`config.mk`:
```
export PLATFORM = sky130hd
export DESIGN_NAME = card_host_port
export DESIGN_NICKNAME = d
export VERILOG_FILES = /design/src/card_port_pkg.sv /design/src/card_host_port.sv /design/src/lane_pack.sv
export VERILOG_INCLUDE_DIRS = /design/src
export SDC_FILE = /design/constraint.sdc
export NUM_CORES = 1
export LEC_CHECK = 0
export ABC_CLOCK_PERIOD_IN_PS = 2780
export BUFFER_PORTS_ARGS = -buffer_cell sky130_fd_sc_hd__buf_2
export CAP_MARGIN = 20
export CORE_AREA = 2 2 76 78
export CTS_BUF_LIST = sky130_fd_sc_hd__clkbuf_8 sky130_fd_sc_hd__clkbuf_16
export CTS_CLUSTER_SIZE = 24
export DETAILED_ROUTE_END_ITERATION = 6
export DIE_AREA = 0 0 78 80
export GPL_TIMING_DRIVEN = 0
export PLACE_DENSITY = 0.77
export SETUP_SLACK_MARGIN = 0.5
export SLEW_MARGIN = 20
export SYNTH_ARGS = -nofsm -noshare
export SYNTH_HDL_FRONTEND = slang
export SYNTH_SLANG_ARGS = --single-unit
export TNS_END_PERCENT = 20
```
`constraint.sdc`:
```
create_clock -name clock -period 2.78 [get_ports clock]
set_input_delay 0.834 -clock clock [delete_from_list [all_inputs] [get_ports clock]]
set_output_delay 0.834 -clock clock [all_outputs]
set_load 0.01 [all_outputs]
```
`src/card_port_regs.svh`:
```
`ifndef CARD_PORT_REGS_SVH
`define CARD_PORT_REGS_SVH
// Register indices: data register with the primary chip select, alternate status with the control select
`define TF_DATA 3'h0
`define TF_ALT_STATUS 3'h6
// Field positions on the data bus
`define LOW_LANE_LSB 0
`define HIGH_LANE_LSB 8
// Strobe timing, in nanoseconds, and derived cycle counts at 25 MHz
`define CLK_PERIOD_NS 40
`define STROBE_NS 165
`define STROBE_CYC ((`STROBE_NS + `CLK_PERIOD_NS - 1) / `CLK_PERIOD_NS)
`define RECOVER_NS 80
`define RECOVER_CYC ((`RECOVER_NS + `CLK_PERIOD_NS - 1) / `CLK_PERIOD_NS)
`endif

```
`src/card_port_pkg.sv`:
```
`default_nettype none
package card_port_pkg;
   typedef enum logic [1:0] {
      MODE_MEMORY,
      MODE_IO,
      MODE_DIRECT_ATA
   } cardMode_t;

   // One host request as seen on the user side
   typedef struct packed {
      logic ctrlBlock;
      logic [2:0] regIdx;
      logic write;
      logic wordWide;
      logic [15:0] wrData;
   } hostReq_t;

   // Pin group driven toward the card
   typedef struct packed {
      logic cs0N;
      logic cs1N;
      logic [2:0] addr;
      logic iordN;
      logic iowrN;
      logic selRoleN;
      logic selRoleOe;
      logic ataSelN;
      logic [15:0] dOut;
      logic [15:0] dOe;
   } cardPins_t;
endpackage
`default_nettype wire

```
`src/card_host_port.sv`:
```
// Behaviour
// - Even byte sits on the low lane from D00, odd byte on the high lane from D08.
// - Task file accesses other than the data register are byte wide on D00-D07 in direct ATA mode.
// - Data register transfers requested word wide are full 16-bit words on D00-D15 in direct ATA mode.
// - In I/O mode the host enables its input data buffers from the input acknowledge.
// - The host grounds the ATA select input to enter direct ATA mode.
// - Only A2-A0 pick among the eight task file registers; upper lines are grounded.
`timescale 1ns/1ps
`default_nettype none
module card_host_port
   import card_port_pkg::*;
(
   // Clock and reset
   input wire logic clock,
   input wire logic rst,
   // Configuration
   input wire logic [1:0] modeSel,
   input wire logic wantMaster,
   // User request
   input wire logic reqValid,
   output logic reqReady,
   input wire logic reqCtrlBlock,
   input wire logic [2:0] reqRegIdx,
   input wire logic reqWrite,
   input wire logic reqWordWide,
   input wire logic [15:0] reqWrData,
   // User answer
   output logic rspValid,
   output logic [15:0] rspData,
   output logic dmaPending,
   // Card pins
   output logic cs0N,
   output logic cs1N,
   output logic [10:0] addr,
   output logic iordN,
   output logic iowrN,
   output logic ataSelN,
   output logic roleOut,
   output logic roleOe,
   output logic [15:0] dOut,
   output logic [15:0] dOe,
   input wire logic [15:0] dIn,
   input wire logic inpAckN,
   input wire logic dmaReq,
   // Host side input buffer enable
   output logic rdBufEn
);
   `include "card_port_regs.svh"

   typedef enum logic [1:0] {
      ST_IDLE,
      ST_STROBE,
      ST_RECOVER
   } phase_t;

   typedef struct packed {
      phase_t phase;
      logic [2:0] cnt;
      hostReq_t req;
      logic [15:0] rdData;
      logic rspValid;
      logic roleGnd;
      logic dmaSeen;
   } state_t;

   state_t st_r;
   state_t st_nxt;
   cardMode_t mode;
   logic [15:0] laneData;
   logic [15:0] laneOe;
   logic inStrobe;

   assign mode = cardMode_t'(modeSel);
   assign inStrobe = (st_r.phase == ST_STROBE);

   // Width and lane placement for the request in flight
   lane_pack lane_pack_i (
      .wordWide(st_r.req.wordWide),
      .wrData(st_r.req.wrData),
      .busData(laneData),
      .busOe(laneOe)
   );

   // In direct ATA mode only a data register access is word wide; other modes keep the requested width
   function automatic logic isWord(input logic ctrl, input logic [2:0] idx, input logic ww);
      isWord = ww && !ctrl && (idx == `TF_DATA);
   endfunction

   // ---------------------------------------------------------------
   // Access sequencer
   // ---------------------------------------------------------------
   always_comb begin
      st_nxt = st_r;
      st_nxt.rspValid = 1'b0;
      st_nxt.dmaSeen = dmaReq && (mode == MODE_DIRECT_ATA);
      // Strap follows the wanted role; no effect outside direct ATA mode
      st_nxt.roleGnd = (mode == MODE_DIRECT_ATA) && wantMaster;
      case (st_r.phase)
         ST_IDLE: begin
            if (reqValid) begin
               st_nxt.req.ctrlBlock = reqCtrlBlock;
               st_nxt.req.regIdx = reqRegIdx;
               st_nxt.req.write = reqWrite;
               st_nxt.req.wordWide = (mode == MODE_DIRECT_ATA) ?
                  isWord(reqCtrlBlock, reqRegIdx, reqWordWide) : reqWordWide;
               st_nxt.req.wrData = reqWrData;
               st_nxt.cnt = 3'(`STROBE_CYC - 1);
               st_nxt.phase = ST_STROBE;
            end
         end
         ST_STROBE: begin
            if (st_r.cnt == 3'h0) begin
               // Sample read data at the strobe's end, low lane only for bytes
               if (!st_r.req.write) begin
                  st_nxt.rdData = st_r.req.wordWide ? dIn : {8'h00, dIn[7:0]};
                  st_nxt.rspValid = 1'b1;
               end else begin
                  st_nxt.rspValid = 1'b1;
               end
               st_nxt.cnt = 3'(`RECOVER_CYC - 1);
               st_nxt.phase = ST_RECOVER;
            end else begin
               st_nxt.cnt = st_r.cnt - 3'h1;
            end
         end
         ST_RECOVER: begin
            if (st_r.cnt == 3'h0) begin
               st_nxt.phase = ST_IDLE;
            end else begin
               st_nxt.cnt = st_r.cnt - 3'h1;
            end
         end
         default: begin
            st_nxt.phase = ST_IDLE;
         end
      endcase
   end

   // State register
   always_ff @(posedge clock) begin
      if (rst) begin
         st_r <= '0;
      end else begin
         st_r <= st_nxt;
      end
   end

   // ---------------------------------------------------------------
   // Pin drive
   // ---------------------------------------------------------------
   // Selects held for the whole access; they fall with the strobe and stay low through recovery
   assign cs0N = !(st_r.phase != ST_IDLE && !st_r.req.ctrlBlock);
   assign cs1N = !(st_r.phase != ST_IDLE && st_r.req.ctrlBlock);
   assign addr = {8'h00, st_r.req.regIdx};
   assign iordN = !(inStrobe && !st_r.req.write);
   assign iowrN = !(inStrobe && st_r.req.write);
   assign ataSelN = (mode != MODE_DIRECT_ATA);
   // Open drain strap: driven low for master in direct ATA mode, released otherwise
   assign roleOut = 1'b0;
   assign roleOe = st_r.roleGnd;
   assign dOut = laneData;
   assign dOe = (st_r.phase != ST_IDLE && st_r.req.write) ? laneOe : 16'h0000;
   // Buffers open only on a genuine I/O read acknowledge
   assign rdBufEn = (mode == MODE_IO) && inStrobe && !st_r.req.write && !inpAckN;
   assign reqReady = (st_r.phase == ST_IDLE);
   assign rspValid = st_r.rspValid;
   assign rspData = st_r.rdData;
   assign dmaPending = st_r.dmaSeen;

   // ---------------------------------------------------------------
   // Checks
   // ---------------------------------------------------------------
   // Selects: exactly one register set per access, picked by the request
   sel_exclusive_a: assert property (@(posedge clock) disable iff (rst)
      !(!cs0N && !cs1N)) else $error("both chip selects low");
   task_sel_a: assert property (@(posedge clock) disable iff (rst)
      (reqValid && reqReady && !reqCtrlBlock) |=> (!cs0N && cs1N))
      else $error("task file select wrong");
   ctrl_sel_a: assert property (@(posedge clock) disable iff (rst)
      (reqValid && reqReady && reqCtrlBlock) |=> (!cs1N && cs0N))
      else $error("ctrl select wrong");
   ata_select_a: assert property (@(posedge clock) disable iff (rst)
      (modeSel == 2'h2) == !ataSelN) else $error("ata select level wrong");

   // Strap: grounded only for a master in direct ATA mode, released otherwise
   strap_master_a: assert property (@(posedge clock) disable iff (rst)
      (modeSel == 2'h2 && wantMaster) |=> (roleOe && !roleOut))
      else $error("strap not grounded");
   strap_open_a: assert property (@(posedge clock) disable iff (rst)
      (!wantMaster || modeSel != 2'h2) |=> !roleOe)
      else $error("strap not released");

   // Lanes and widths, for writes on the pins and for read data handed back
   byte_lane_a: assert property (@(posedge clock) disable iff (rst)
      (!dOe[15] && dOe[0]) |-> (dOut[15:8] == 8'h00))
      else $error("high lane not idle");
   word_lanes_a: assert property (@(posedge clock) disable iff (rst)
      (modeSel == 2'h2 && reqValid && reqReady && reqWrite && !reqCtrlBlock
       && reqRegIdx == 3'h0 && reqWordWide) |=> (dOe == 16'hFFFF))
      else $error("word not 16 bit");
   upper_addr_a: assert property (@(posedge clock) disable iff (rst)
      addr[10:3] == 8'h00) else $error("upper address not grounded");
   word_read_a: assert property (@(posedge clock) disable iff (rst)
      (inStrobe && st_r.cnt == 3'h0 && !st_r.req.write && st_r.req.wordWide)
      |=> (rspData == $past(dIn))) else $error("word read lanes wrong");
   byte_read_a: assert property (@(posedge clock) disable iff (rst)
      (inStrobe && st_r.cnt == 3'h0 && !st_r.req.write && !st_r.req.wordWide)
      |=> (rspData == {8'h00, $past(dIn[7:0])})) else $error("byte read not low lane");

   // Read strobe and input acknowledge; a strobe spans five clock cycles
   buf_enable_a: assert property (@(posedge clock) disable iff (rst)
      rdBufEn == (modeSel == 2'h1 && !iordN && !inpAckN))
      else $error("buffer enable wrong");
   strobe_len_a: assert property (@(posedge clock) disable iff (rst)
      $fell(iordN) |-> (!iordN) [*5] ##1 iordN) else $error("read strobe length wrong");

   // DMA request is followed only in direct ATA mode
   dma_gate_a: assert property (@(posedge clock) disable iff (rst)
      (modeSel != 2'h2) |=> !dmaPending) else $error("dma outside ata");
   dma_follow_a: assert property (@(posedge clock) disable iff (rst)
      (modeSel == 2'h2) |=> (dmaPending == $past(dmaReq)))
      else $error("dma request not followed");
endmodule
`default_nettype wire

```
`src/lane_pack.sv`:
```
`timescale 1ns/1ps
`default_nettype none
// Places bytes on the data bus lanes and enables the lanes for the width given with a transfer.
module lane_pack
   import card_port_pkg::*;
(
   // Request
   input wire logic wordWide,
   input wire logic [15:0] wrData,
   // Bus lanes
   output logic [15:0] busData,
   output logic [15:0] busOe
);
   `include "card_port_regs.svh"

   // Even byte on the low lane, odd byte on the high lane
   always_comb begin
      busData = wrData;
      if (wordWide) begin
         busOe = 16'hFFFF;
      end else begin
         busOe = 16'h00FF;
         busData[15:`HIGH_LANE_LSB] = 8'h00;
      end
   end
endmodule
`default_nettype wire

```
Word-level counts from Yosys, hierarchy flattened:

Index checks and enable logic that the tools add are counted.

* add/subtract/negate cells: 1
* equal/unequal tests: 9
* mux-type cells: 13
* bitwise logic cells: 2
* reductions and logical operators: 30

Operator list (number)
* 2-to-1 mux 16 bit: 3
* 2-to-1 mux 27 bit: 1
* logical AND 1 bit: 12
* one-hot mux 3 bit (3 select lines): 1
* AND reduction 3 bit: 3
* logical NOT 1 bit: 8
* 2-to-1 mux 8 bit: 1
* != test 2 bit, second input constant: 4
* logical NOT 3 bit: 2
* 2-to-1 mux 3 bit: 2
* one-hot mux 2 bit (3 select lines): 1
* equality test 2 x 1 -> 1 bit, second input constant: 2
* equality test 2 bit, second input constant: 2
* 2-to-1 mux 2 bit: 2
* nonzero test 3 bit: 1
* subtractor 3 x 1 -> 3 bit, second input constant: 1
* logical NOT 2 bit: 1
* 2-to-1 mux 1 bit: 2
* != test 2 x 1 -> 1 bit, second input constant: 1
* inverter 1 bit: 2
* AND reduction 2 bit: 1
* nonzero test 2 bit: 1
* OR reduction 2 bit: 1

* register bits: 46
* bits of input ports: 46
* output and inout port bits: 70
* word-level logic and storage cells: 66

Logic depth before layout (Yosys ltp):

Gate-level depths: netlist of the first run.

* depth after elaboration: 6
* depth in mapped cells: 8
* depth with buffers taken out: 6

Modules after synthesis:

A second synthesis of the first run with hierarchy kept.

* cell total of the unflattened synthesis: 306
* area, all modules: 2424.8 um2

By module, submodules not included
* card_host_port: instances 1, cells an instance 273, area an instance 2190.9 um2
* lane_pack: instances 1, cells an instance 33, area an instance 234.0 um2

Least setup slack after synthesis of the first run:

No wires, ideal clock.

* kind: register -> output
* start point: register st_r[44] (netlist name)
* end point: output dOe[10]
* arrival: 1684 ps
* data required time: 1946 ps
* setup slack: 262 ps
* cell stages (with the launch flop): 6
* cell sequence: dfxtp_1 inv_1 ha_1 nor2b_1 and2_1 buf_4

* cells in the longest elaborated chain, start to end: 3

Ends and longest elaborated chain
* from (decl): RTL line card_host_port.sv:66 `state_t st_r;`
* from (signal assigned): RTL line card_host_port.sv:144 `st_r <= st_nxt;`
* nonzero test 2 bit: RTL line card_host_port.sv:162 `assign dOe = (st_r.phase != ST_IDLE && st_r.req.write) ? laneOe : 16'h0000;`
* logical AND 1 bit: RTL line card_host_port.sv:162
* 2-to-1 mux 16 bit: RTL line card_host_port.sv:162
* to (decl): RTL line card_host_port.sv:41 `output logic [15:0] dOe,`

No other way between the ends.

Worst setup path after layout of the first run:

* start point: register st_r[44] (netlist name)
* end point: output dOe[15]

The elaborated chain is that of the path after synthesis.

==> results of run 1 <==
[final timing paths]
| check | to | slack (ns) | depth (start not counted) |
|---|---|---|---|
| worst max-delay path | dOe[15] | 0.53 | 6 |
| worst min-delay path | st_r[28] | 0.45 | 2 |
| worst max register to register | st_r[43] | 1.10 | 6 |
| worst min register to register | st_r[28] | 0.45 | 2 |
[metrics by stage]
step / instance area (um^2) / std cells
3_5_place_dp: 3040 / 477
4_1_cts: 3180 / 487
5_1_grt: 3240 / 489
2_1_floorplan: 2430 / 300
6_report: 3240 / 489
3_3_place_gp: 3040 / 477
[cell families after synthesis]
logic type / share of synthesized area, %
simple gates: 25.3
buf+inv: 20.5
compound gates: 12.4
flops: 38.5
fa+ha+maj: 2.62
mux: 0.419
other cells: 0.157
[layer usage]
layer	routed length, um	GRT usage, %	vias up
met5	0	0	-
met4	108	6.14	0
met3	409	4.98	11
met2	2630	29.4	74
met1	2410	21.1	971
li1	-	-	1133
[tightest hold or removal path, cell delays in order, from the launching register on]
cell	delay, ns
dfxtp_1	0.31
nand2_1	0.05
a21oi_1	0.05
[flip-flops by register name, indices dropped and copies added, names as in the netlist]
| name | cells |
|---|---|
| roleOe | 1 |
| st_r | 24 |
| rspValid | 1 |
| rspData | 16 |
| dmaPending | 1 |
| addr | 3 |
[timing repair]
| item | 4_1_cts | 5_1_grt |
|---|---|---|
| cloned | 0 | 0 |
| buffers inserted | 3 | 2 |
| endpoints found under the setup margin | 26 | 15 |
| pin swaps | 1 | 0 |
| gates resized for setup | 12 | 8 |
[layout by cell type (no fill, tap or decap), types with 6 or more instances in the layout]
cell type | Yosys | layout
buf_2 | 2 | 100
nand2_1 | 63 | 63
buf_4 | 51 | 56
dfxtp_1 | 46 | 44
a21oi_1 | 38 | 38
nand2_2 | 11 | 11
and2_1 | 10 | 9
conb_1 | 1 | 9
buf_6 | 1 | 8
nand3_1 | 8 | 8
clkbuf_1 | 8 | 7
inv_1 | 7 | 6
[power breakdown]
part           internal (W)  total (W)  switching, W
logic              0.000233   0.000488      0.000255
clock network      0.000169   0.000387      0.000218
registers          0.000709   0.000738     0.0000297
total               0.00111    0.00161      0.000503
[layout make-up]
class,instances,share of cell area (%)
multi-input cells,183,32.4
flip-flops and latches,46,28.5
repair buffers,110,18.7
plain buffers,64,14.4
well taps,72,2.78
clock buffers,5,2.12
inverters,7,0.810
clock inverters,2,0.347
==> summary.txt, run 1 <==
Status = finished clean
Post-synth EDFFs = 0
Post-synth top cells = 63 x nand2_1, 51 x buf_4, 46 x dfxtp_1
Share of cells above drive strength 1 = 48.9%
Setup Viol. Count Final = 0
Fill cells = 500
Syn avg cell area = 8.18 um^2
Share of the synthesized area in the top cell type = 38.5%
Setup CP Type = flop to output port
CTS tree = built
Initial core utilization = 44.2%
Post-synth ARST share = 0%
CTS sink cnt = 46
CP top delay family = flip-flops
Die area = 6240 um^2
Crit-path slowest cell = dfxtp_2
Final-report max-slew violation count = 0
Max-Cap Viols = 0
Post-route ant nets = 0
Antenna violations before repair = 0
Routed WL per cell = 11.4 um
Relative slew slack = 65.1%
Worst path bufs/invs = 3
Critical Path Sink Type = output port
Largest net degree at the start of global routing = 14
Via density = 4.48
Tot GR Track Use = 17.4%
DR pass1 iterations = 4
Final period util = 81.0%
CTS Root Cell = clkbuf_8
Endpoints failing hold = 0
NumNets Final = 468
Ranking of synthesized cells by area = dfxtp_1 39%, buf_4 16%, nand2_1 9.9%, a21oi_1 8.0%, nand2_2 2.9%
RD Place Congestion = 0.812
PD cells = 497 nW/um^2
Min Tclk post-route = 2.25 ns
Dpl hpwl = 4210 um
Netlist Area Pre-Place = 2390 um^2
Post-synthesis sequential area ratio = 38.5%
RR Startpoint = st_r[44]
Worst Setup SP = st_r[44]
Placeable Area = 5410 um^2
Crit-path max cell delay = 0.37 ns
WP data required = 1.95 ns
Achievable Freq = 444 MHz
Initial drt markers = 54
Leading area contributor after synthesis = dfxtp_1
Worst skew pair latency = 0.30 ns
CP max FO = 8
Hold Crit Class = flop to flop
Area Growth Syn to Fin = 35.8%
Final Hold Slack = 0.451 ns
Prevailing post-synth register cell = dfxtp_1
Clock transition at the registers of the reported paths = 0.09 ns
Final worst slack = 0.527 ns
CP Launch Type = flop
Cell row count = 27
Storage cell area = 923 um^2
Die width = 78 um
CTS Hold Bufs = 0
Die Y = 80 um
Vias post-DR = 2189
Hold Startpoint = st_r[28]
First-pass GRT wire length = 8580 um
Vias in the first global route = 1910
Diode count = 0
Crit path DAT = 1.42 ns
Io pins = 116
I/O Buffers = 105
H-tree levels = 2
Leakage = 1.62 nW
Clk buf depth = 2
Layout Skew = 0.00629 ns
Post-Route WL = 5560 um
Most common cell in the netlist = nand2_1
Yosys cell types = 40
CP Cell Sequence = inv_2, ha_4, nor2b_4, and2_4, buf_4, buf_6
Fin util = 60.0%
Unrepaired setup endpoints after global routing = yes
Footprint of the multi-input gates = 1050 um^2
Post-Syn Instances = 292
Fin Setup TNS = 0 ns
Ys Warns = 0
TritonCTS buffer count = 5
# DRC = 0
#FFs+latches synth = 46
Worst vdd ir = 0.248 mV
Pre-CTS setup slack = 0.416 ns
Worst Max-Slew Pin Slew = 0.524 ns
Power Total = 0.00161 W
Total congestion overflow = 0
Note: power is estimated with default switching activity, not from simulation.
==> run 2, diff against run 1 <==
--- a/config.mk
+++ b/config.mk
@@ -6,16 +6,17 @@
 export SDC_FILE = /design/constraint.sdc
 export NUM_CORES = 1
 export LEC_CHECK = 0
-export ABC_CLOCK_PERIOD_IN_PS = 2780
+export ABC_AREA = 1
+export ABC_CLOCK_PERIOD_IN_PS = 2200
 export BUFFER_PORTS_ARGS = -buffer_cell sky130_fd_sc_hd__buf_2
 export CAP_MARGIN = 20
-export CORE_AREA = 2 2 76 78
+export CORE_AREA = 2 2 74 76
 export CTS_BUF_LIST = sky130_fd_sc_hd__clkbuf_8 sky130_fd_sc_hd__clkbuf_16
 export CTS_CLUSTER_SIZE = 24
 export DETAILED_ROUTE_END_ITERATION = 6
-export DIE_AREA = 0 0 78 80
+export DIE_AREA = 0 0 76 78
 export GPL_TIMING_DRIVEN = 0
-export PLACE_DENSITY = 0.77
+export PLACE_DENSITY = 0.79
 export SETUP_SLACK_MARGIN = 0.5
 export SLEW_MARGIN = 20
 export SYNTH_ARGS = -nofsm -noshare
==> constraint.sdc (replaced) <==
create_clock -name clock -period 2.2 [get_ports clock]
set_input_delay 0.66 -clock clock [delete_from_list [all_inputs] [get_ports clock]]
set_output_delay 0.66 -clock clock [all_outputs]
set_load 0.01 [all_outputs]
==> run 2 against run 1 <==
Net effect: cell count rose by 6.3%; clock skew fell by 0.0029 ns; hold slack improved by 0.017 ns; global-route usage rose by 1.5 points.
==> summary.txt, run 2 <==
Crit-path slowest cell = dfxtp_4
Leakage = 1.85 nW (+15%)
Initial drt markers = 109 (+100%)
Min Tclk post-route = 2.06 ns
Clock transition at the registers of the reported paths = 0.08 ns (about the same)
NumNets Final = 500 (+6.8%)
WP data required = 1.54 ns (-0.41 ns)
NetSw = 0.000724 W (+44%)
Most frequent cells in the layout = 101 x buf_2, 57 x nor2_1, 57 x buf_4, 45 x nand2_1, 43 x dfxtp_1
Die width = 76 um (-2.6%)
Post-Route WL = 5530 um (-0.58%)
I/O Buffers = 106 (+0.95%)
Share of cells above drive strength 1 = 46.2% (-2.7 points)
Setup Viol. Count Final = 0 (unchanged)
Tot GR Track Use = 18.8% (+1.5 points)
# DRC = 0 (unchanged)
Achievable Freq = 485 MHz
Leading area contributor after synthesis = dfxtp_1
Worst skew pair latency = 0.29 ns (about the same)
Max-Cap Viols = 0 (unchanged)
RD Place Congestion = 0.855 (+5.3%)
Status = finished clean
Total congestion overflow = 0 (unchanged)
H-tree levels = 2 (unchanged)
Max reg flops = 24 (unchanged)
Final instance area = 3320 um^2 (+2.3%)
PD cells = 706 nW/um^2 (+42%)
Routed WL per cell = 10.6 um (-6.5%)
Area Growth Syn to Fin = 43.3%
Biggest register = st_r
Initial core utilization = 45.9% (+1.7 points)
Post-synth EDFFs = 0 (unchanged)
Logic pwr share = 32.6% (+2.4 points)
Clk buf depth = 2 (unchanged)
Post-route ant nets = 0 (unchanged)
Post-synth top cells = 58 x nor2_1, 50 x buf_4, 47 x nand2_1
Yosys cell types = 21 (-48%)
P_int = 0.00162 W (+46%)
Layout Skew = 0.00340 ns (-0.00289 ns)
Post-Syn Instances = 317 (+8.6%)
Most common cell in the netlist = nor2_1
Prevailing post-synth register cell = dfxtp_1
Critical Path Sink Type = output port
Post-synthesis sequential area ratio = 39.8% (+1.2 points)
TritonCTS buffer count = 5 (unchanged)
Vias in the first global route = 2095 (+9.7%)
CP Launch Type = flop
Fin Setup TNS = 0 ns (unchanged)
DR pass1 iterations = 6 (+2)
Endpoints failing hold = 0 (unchanged)
Io pins = 116 (unchanged)
Syn avg cell area = 7.31 um^2 (-11%)
Vias post-DR = 2293 (+4.8%)
Net Sw Frac = 30.9% (-0.30 points)
First-pass GRT wire length = 9140 um (+6.6%)
Largest net degree at the start of global routing = 14 (unchanged)
Antenna violations before repair = 0 (unchanged)
Unrepaired setup endpoints after global routing = yes
CTS Root Cell = clkbuf_8
#FFs+latches synth = 46 (unchanged)
Part of the power in registers = 41.7% (-4.1 points)
Ranking of synthesized cells by area = dfxtp_1 40%, buf_4 16%, nor2_1 9.4%, nand2_1 7.6%, o21ai_0 6.5%
Footprint of the multi-input gates = 941 um^2 (-10%)
Diode count = 0 (unchanged)
Crit-path max cell delay = 0.39 ns (+0.02 ns)
Hold Crit Class = flop to flop
Die area = 5930 um^2 (-5.0%)
CP max FO = 8 (unchanged)
Fill cells = 454 (-9.2%)
Commonest non-fill, non-tap cell in the layout = buf_2
Die Y = 78 um (-2.5%)
CTS tree = built
Storage cell area = 927 um^2 (+0.41%)
Placeable Area = 5040 um^2 (-6.7%)
CTS sink cnt = 46 (unchanged)
Dpl hpwl = 4010 um (-4.8%)
Clock power frac = 25.8% (+1.8 points)
Via density = 4.41 (-1.5%)
Final period util = 93.7%
Setup CP Type = flop to output port
Ys Warns = 0 (unchanged)
CP Cell Sequence = inv_4, ha_4, inv_2, and3_4, buf_4, buf_6
Netlist Area Pre-Place = 2320 um^2 (-3.1%)
Worst vdd ir = 0.407 mV (+64%)
Cell row count = 26 (-3.7%)
Final-report max-slew violation count = 0 (unchanged)
Crit path DAT = 1.40 ns (-0.02 ns)
Post-synth ARST share = 0% (unchanged)
DP Area = 2990 um^2 (-1.9%)
Share of the synthesized area in the top cell type = 39.8% (+1.2 points)
## run 2: changes by cell type after synthesis, sizes merged, moves of 5 or more
cell,before,now
a21oi,40,17
and2,10,0
nand2,74,48
o21ai,3,30
inv,7,27
nand2b,5,0
nor2,6,66
## run 2: final cells by class
type / instances / area share (%)
multi-input cells: 190 / 28.4
flip-flops and latches: 46 / 27.9
repair buffers: 117 / 20.5
plain buffers: 62 / 14.1
inverters: 27 / 3.21
well taps: 70 / 2.64
clock buffers: 5 / 2.07
clock inverters: 3 / 1.13
## run 2: kinds of logic (layout without fill, tap and decap cells)
family                   Yosys count  in the layout  synth area share [%]
flip-flops                        46             46                  39.8
AND/OR/NAND/NOR                  128            128                  23.4
other                              1              9                 0.162
adder cells (fa/ha/maj)            5              5                  2.70
AO/OA/AOI/OAI                     48             48                  10.5
buffers and inverters             89            214                  23.4
## run 2: power groups by stage
stage,combinational [W],sequential [W],clock [W]
global route,0.000847,0.000989,0.000664
floorplan,0.000481,0.000979,0
global placement,0.000665,0.000984,0
finish,0.000763,0.000977,0.000604
detailed placement,0.000675,0.000988,0
CTS,0.000717,0.000973,0.000625
## run 2: final timing paths
path                  to        start  slack (ns)  cells after the start
max              dOe[12]     st_r[44]        0.14                      6
min          rspData[12]  rspData[12]        0.47                      2
max reg2reg     st_r[43]     st_r[44]        0.59                     12
min reg2reg  rspData[12]  rspData[12]        0.47                      2
## run 2: worst max-delay path, delay by kind of cell, from the launching register on
| kind | cells | cell delay [ns] |
|---|---|---|
| DFF | 1 | 0.39 |
| adders and majority gates | 1 | 0.17 |
| buffers and inverters | 4 | 0.32 |
| and+or+nand+nor | 1 | 0.23 |
## run 2: per-stage QoR
stage / utilization [%] / total power [W] / cells / setup slack, ns / hold slack (ns)
6_report: 65.8 / 0.00234 / 520 / 0.139 / 0.468
4_1_cts: 63.4 / 0.00231 / 514 / 0.135 / 0.471
3_3_place_gp: 59.2 / 0.00165 / 501 / 0.357 / 0.452
3_5_place_dp: 59.2 / 0.00166 / 501 / 0.311 / 0.459
5_1_grt: 65.8 / 0.00250 / 520 / 0.0736 / 0.498
2_1_floorplan: - / 0.00146 / 325 / 0.476 / 0.444
## run 2: what timing repair did
action	4_1_cts	5_1_grt
hold buffers	0	0
hold endpoints to repair	0	0
setup endpoints to repair	31	31
buffers inserted	5	5
pin swaps	1	3
gates cloned	0	1
gates resized for setup	17	19
## run 2: layer usage
metal  vias to the layer above  GRT usage, %  wire (um)
met4                         0          6.91         95
met3                         8          5.58        388
met1                      1012          21.5       2250
met2                        81          33.5       2790
met5                         -             0          0
li1                       1192             -          -
==> run 3, diff against run 2 <==
--- a/config.mk
+++ b/config.mk
@@ -7,18 +7,16 @@
 export NUM_CORES = 1
 export LEC_CHECK = 0
 export ABC_AREA = 1
-export ABC_CLOCK_PERIOD_IN_PS = 2200
+export ABC_CLOCK_PERIOD_IN_PS = 2700
 export BUFFER_PORTS_ARGS = -buffer_cell sky130_fd_sc_hd__buf_2
-export CAP_MARGIN = 20
-export CORE_AREA = 2 2 74 76
+export CORE_AREA = 2 2 72 74
 export CTS_BUF_LIST = sky130_fd_sc_hd__clkbuf_8 sky130_fd_sc_hd__clkbuf_16
 export CTS_CLUSTER_SIZE = 24
 export DETAILED_ROUTE_END_ITERATION = 6
-export DIE_AREA = 0 0 76 78
+export DIE_AREA = 0 0 74 76
 export GPL_TIMING_DRIVEN = 0
-export PLACE_DENSITY = 0.79
+export PLACE_DENSITY = 0.83
 export SETUP_SLACK_MARGIN = 0.5
-export SLEW_MARGIN = 20
 export SYNTH_ARGS = -nofsm -noshare
 export SYNTH_HDL_FRONTEND = slang
 export SYNTH_SLANG_ARGS = --single-unit
==> constraint.sdc (replaced) <==
create_clock -name clock -period 2.7 [get_ports clock]
set_input_delay 0.81 -clock clock [delete_from_list [all_inputs] [get_ports clock]]
set_output_delay 0.81 -clock clock [all_outputs]
set_load 0.01 [all_outputs]
==> run 3 against run 2 <==
Net effect: first-iteration DRC count down 17%; power down 23%; die area down 5.1%; via count down 2.0%; utilization down 0.63 points; critical path depth unchanged; clock power down 30%; sequential power down 19%; combinational power down 23%; global-route usage up 1.0 points.
==> summary.txt, run 3 (synthesis gave the netlist of run 2 again) <==
Crit-path slowest cell = dfxtp_4
Fin Setup TNS = 0 ns (unchanged)
Hold Startpoint = rspData[12]
Setup CP Type = flop to output port
Post-Route WL = 5590 um (+1.1%)
Placed Instances = 501 (unchanged)
Tot GR Track Use = 19.9% (+1.0 points)
Initial drt markers = 90 (-17%)
Worst vdd ir = 0.262 mV (-36%)
Largest net degree at the start of global routing = 14 (unchanged)
Placeable Area = 4910 um^2 (-2.6%)
NumNets Final = 493 (-1.4%)
Final-report max-slew violation count = 0 (unchanged)
Worst Setup SP = st_r[44]
Area Growth Syn to Fin = 38.2%
Status = finished clean
Crit path DAT = 1.44 ns (+0.04 ns)
CP max FO = 8 (unchanged)
Post-route ant nets = 0 (unchanged)
Power Total = 0.00180 W (-23%)
First-pass GRT wire length = 8960 um (-2.0%)
Hold Crit Class = flop to flop
CTS sink cnt = 46 (unchanged)
Worst skew pair latency = 0.29 ns (about the same)
Vias in the first global route = 2017 (-3.7%)
# DRC = 0 (unchanged)
Die Y = 76 um (-2.6%)
Setup Viol. Count Final = 0 (unchanged)
Endpoints failing hold = 0 (unchanged)
Min Tclk post-route = 2.25 ns
CTS tree = built
PD cells = 562 nW/um^2 (-20%)
Diode count = 0 (unchanged)
CP Cell Sequence = inv_4, ha_4, inv_2, and3_4, buf_6, buf_6
Commonest non-fill, non-tap cell in the layout = buf_2
Io pins = 116 (unchanged)
Antenna violations before repair = 0 (unchanged)
Via density = 4.38 (-0.67%)
Dpl hpwl = 4210 um (+5.0%)
H-tree levels = 2 (unchanged)
Max reg flops = 24 (unchanged)
Clock transition at the registers of the reported paths = 0.08 ns (about the same)
Unrepaired setup endpoints after global routing = yes
Worst path bufs/invs = 4 (unchanged)
Critical Path Sink Type = output port
Max-Cap Viols = 0 (unchanged)
Die width = 74 um (-2.6%)
Achievable Freq = 445 MHz
Vias post-DR = 2247 (-2.0%)
Final period util = 83.2%
CTS Root Cell = clkbuf_8
Biggest register = st_r
RR Startpoint = st_r[44]
I/O Buffers = 106 (unchanged)
Routed WL per cell = 10.9 um (+2.5%)
Most used cell, CP = buf_6
CP Launch Type = flop
CTS Hold Bufs = 0 (unchanged)
Cell row count = 26 (unchanged)
CP top delay family = flip-flops
Die area = 5620 um^2 (-5.1%)
Share of cells above drive strength 1 = 44.5% (-1.8 points)
TritonCTS buffer count = 5 (unchanged)
WP data required = 1.89 ns (+0.35 ns)
Total congestion overflow = 0 (unchanged)
Crit-path max cell delay = 0.39 ns (about the same)
RD Place Congestion = 0.866 (+1.3%)
Clk buf depth = 2 (unchanged)
Initial core utilization = 47.1% (+1.2 points)
DR pass1 iterations = 7 (+1)
Fin cells = 513 (-1.3%)
Most frequent cells in the layout = 104 x buf_2, 57 x nor2_1, 47 x nand2_1, 47 x buf_4, 44 x dfxtp_1
Leakage = 1.78 nW (-3.7%)
Fill cells = 438 (-3.5%)
Layout Skew = 0.0114 ns (+0.00803 ns)
[run 3: report_power, final]
group / internal [W] / total, W / leakage [nW] / switching, W
Clock: 0.000203 / 0.000421 / 0.0524 / 0.000218
Combinational: 0.000267 / 0.000584 / 1.35 / 0.000317
Sequential: 0.000753 / 0.000793 / 0.379 / 0.0000398
Total: 0.00122 / 0.00180 / 1.78 / 0.000575
[run 3: metrics by stage]
| step | cell area [um^2] | utilization (%) | worst slack, ns | hold WS [ns] |
|---|---|---|---|---|
| floorplan | 2350 | - | 0.607 | 0.444 |
| global placement | 2960 | 60.3 | 0.473 | 0.453 |
| detailed placement | 2960 | 60.3 | 0.445 | 0.457 |
| CTS | 3200 | 65.1 | 0.479 | 0.469 |
| global route | 3200 | 65.2 | 0.409 | 0.495 |
| finish | 3200 | 65.2 | 0.454 | 0.465 |
[run 3: worst paths after layout]
path                 end  depth (start not counted)  slack (ns)
max reg2reg     st_r[31]                          7        1.17
min reg2reg  rspData[12]                          2        0.46
max              dOe[14]                          6        0.45
min          rspData[12]                          2        0.46
[run 3: final cells by class]
class                           instances  area (um^2)  share of cell area (%)
Buffer                                 62          468                    14.6
Clock buffer                            6         82.6                    2.58
Clock inverter                          2         8.76                   0.274
Inverter                               27          104                    3.24
Multi-Input combinational cell        190          921                    28.8
Sequential cell                        46          926                    28.9
Tap cell                               70         87.6                    2.74
Timing Repair Buffer                  110          604                    18.9
[run 3: repair_timing]
action	in CTS	in global routing
setup buffers	4	0
gates resized for setup	28	1
endpoints found under the setup margin	18	16
pin swaps	1	0
[run 3: worst reg2reg max path: stages (launching register included)]
cell,delay (ns)
dfxtp_4,0.39
inv_4,0.05
ha_4,0.17
buf_4,0.14
nand2_1,0.10
clkbuf_1,0.33
o21ai_0,0.16
nor2_1,0.13
[run 3: routing by layer]
metal,GRT usage (%),vias up,share of wire (%)
met5,0,-,0
met1,23.5,999,42
li1,-,1176,-
met3,2.38,7,4.0
met2,36.3,65,53
met4,6.18,0,1.2
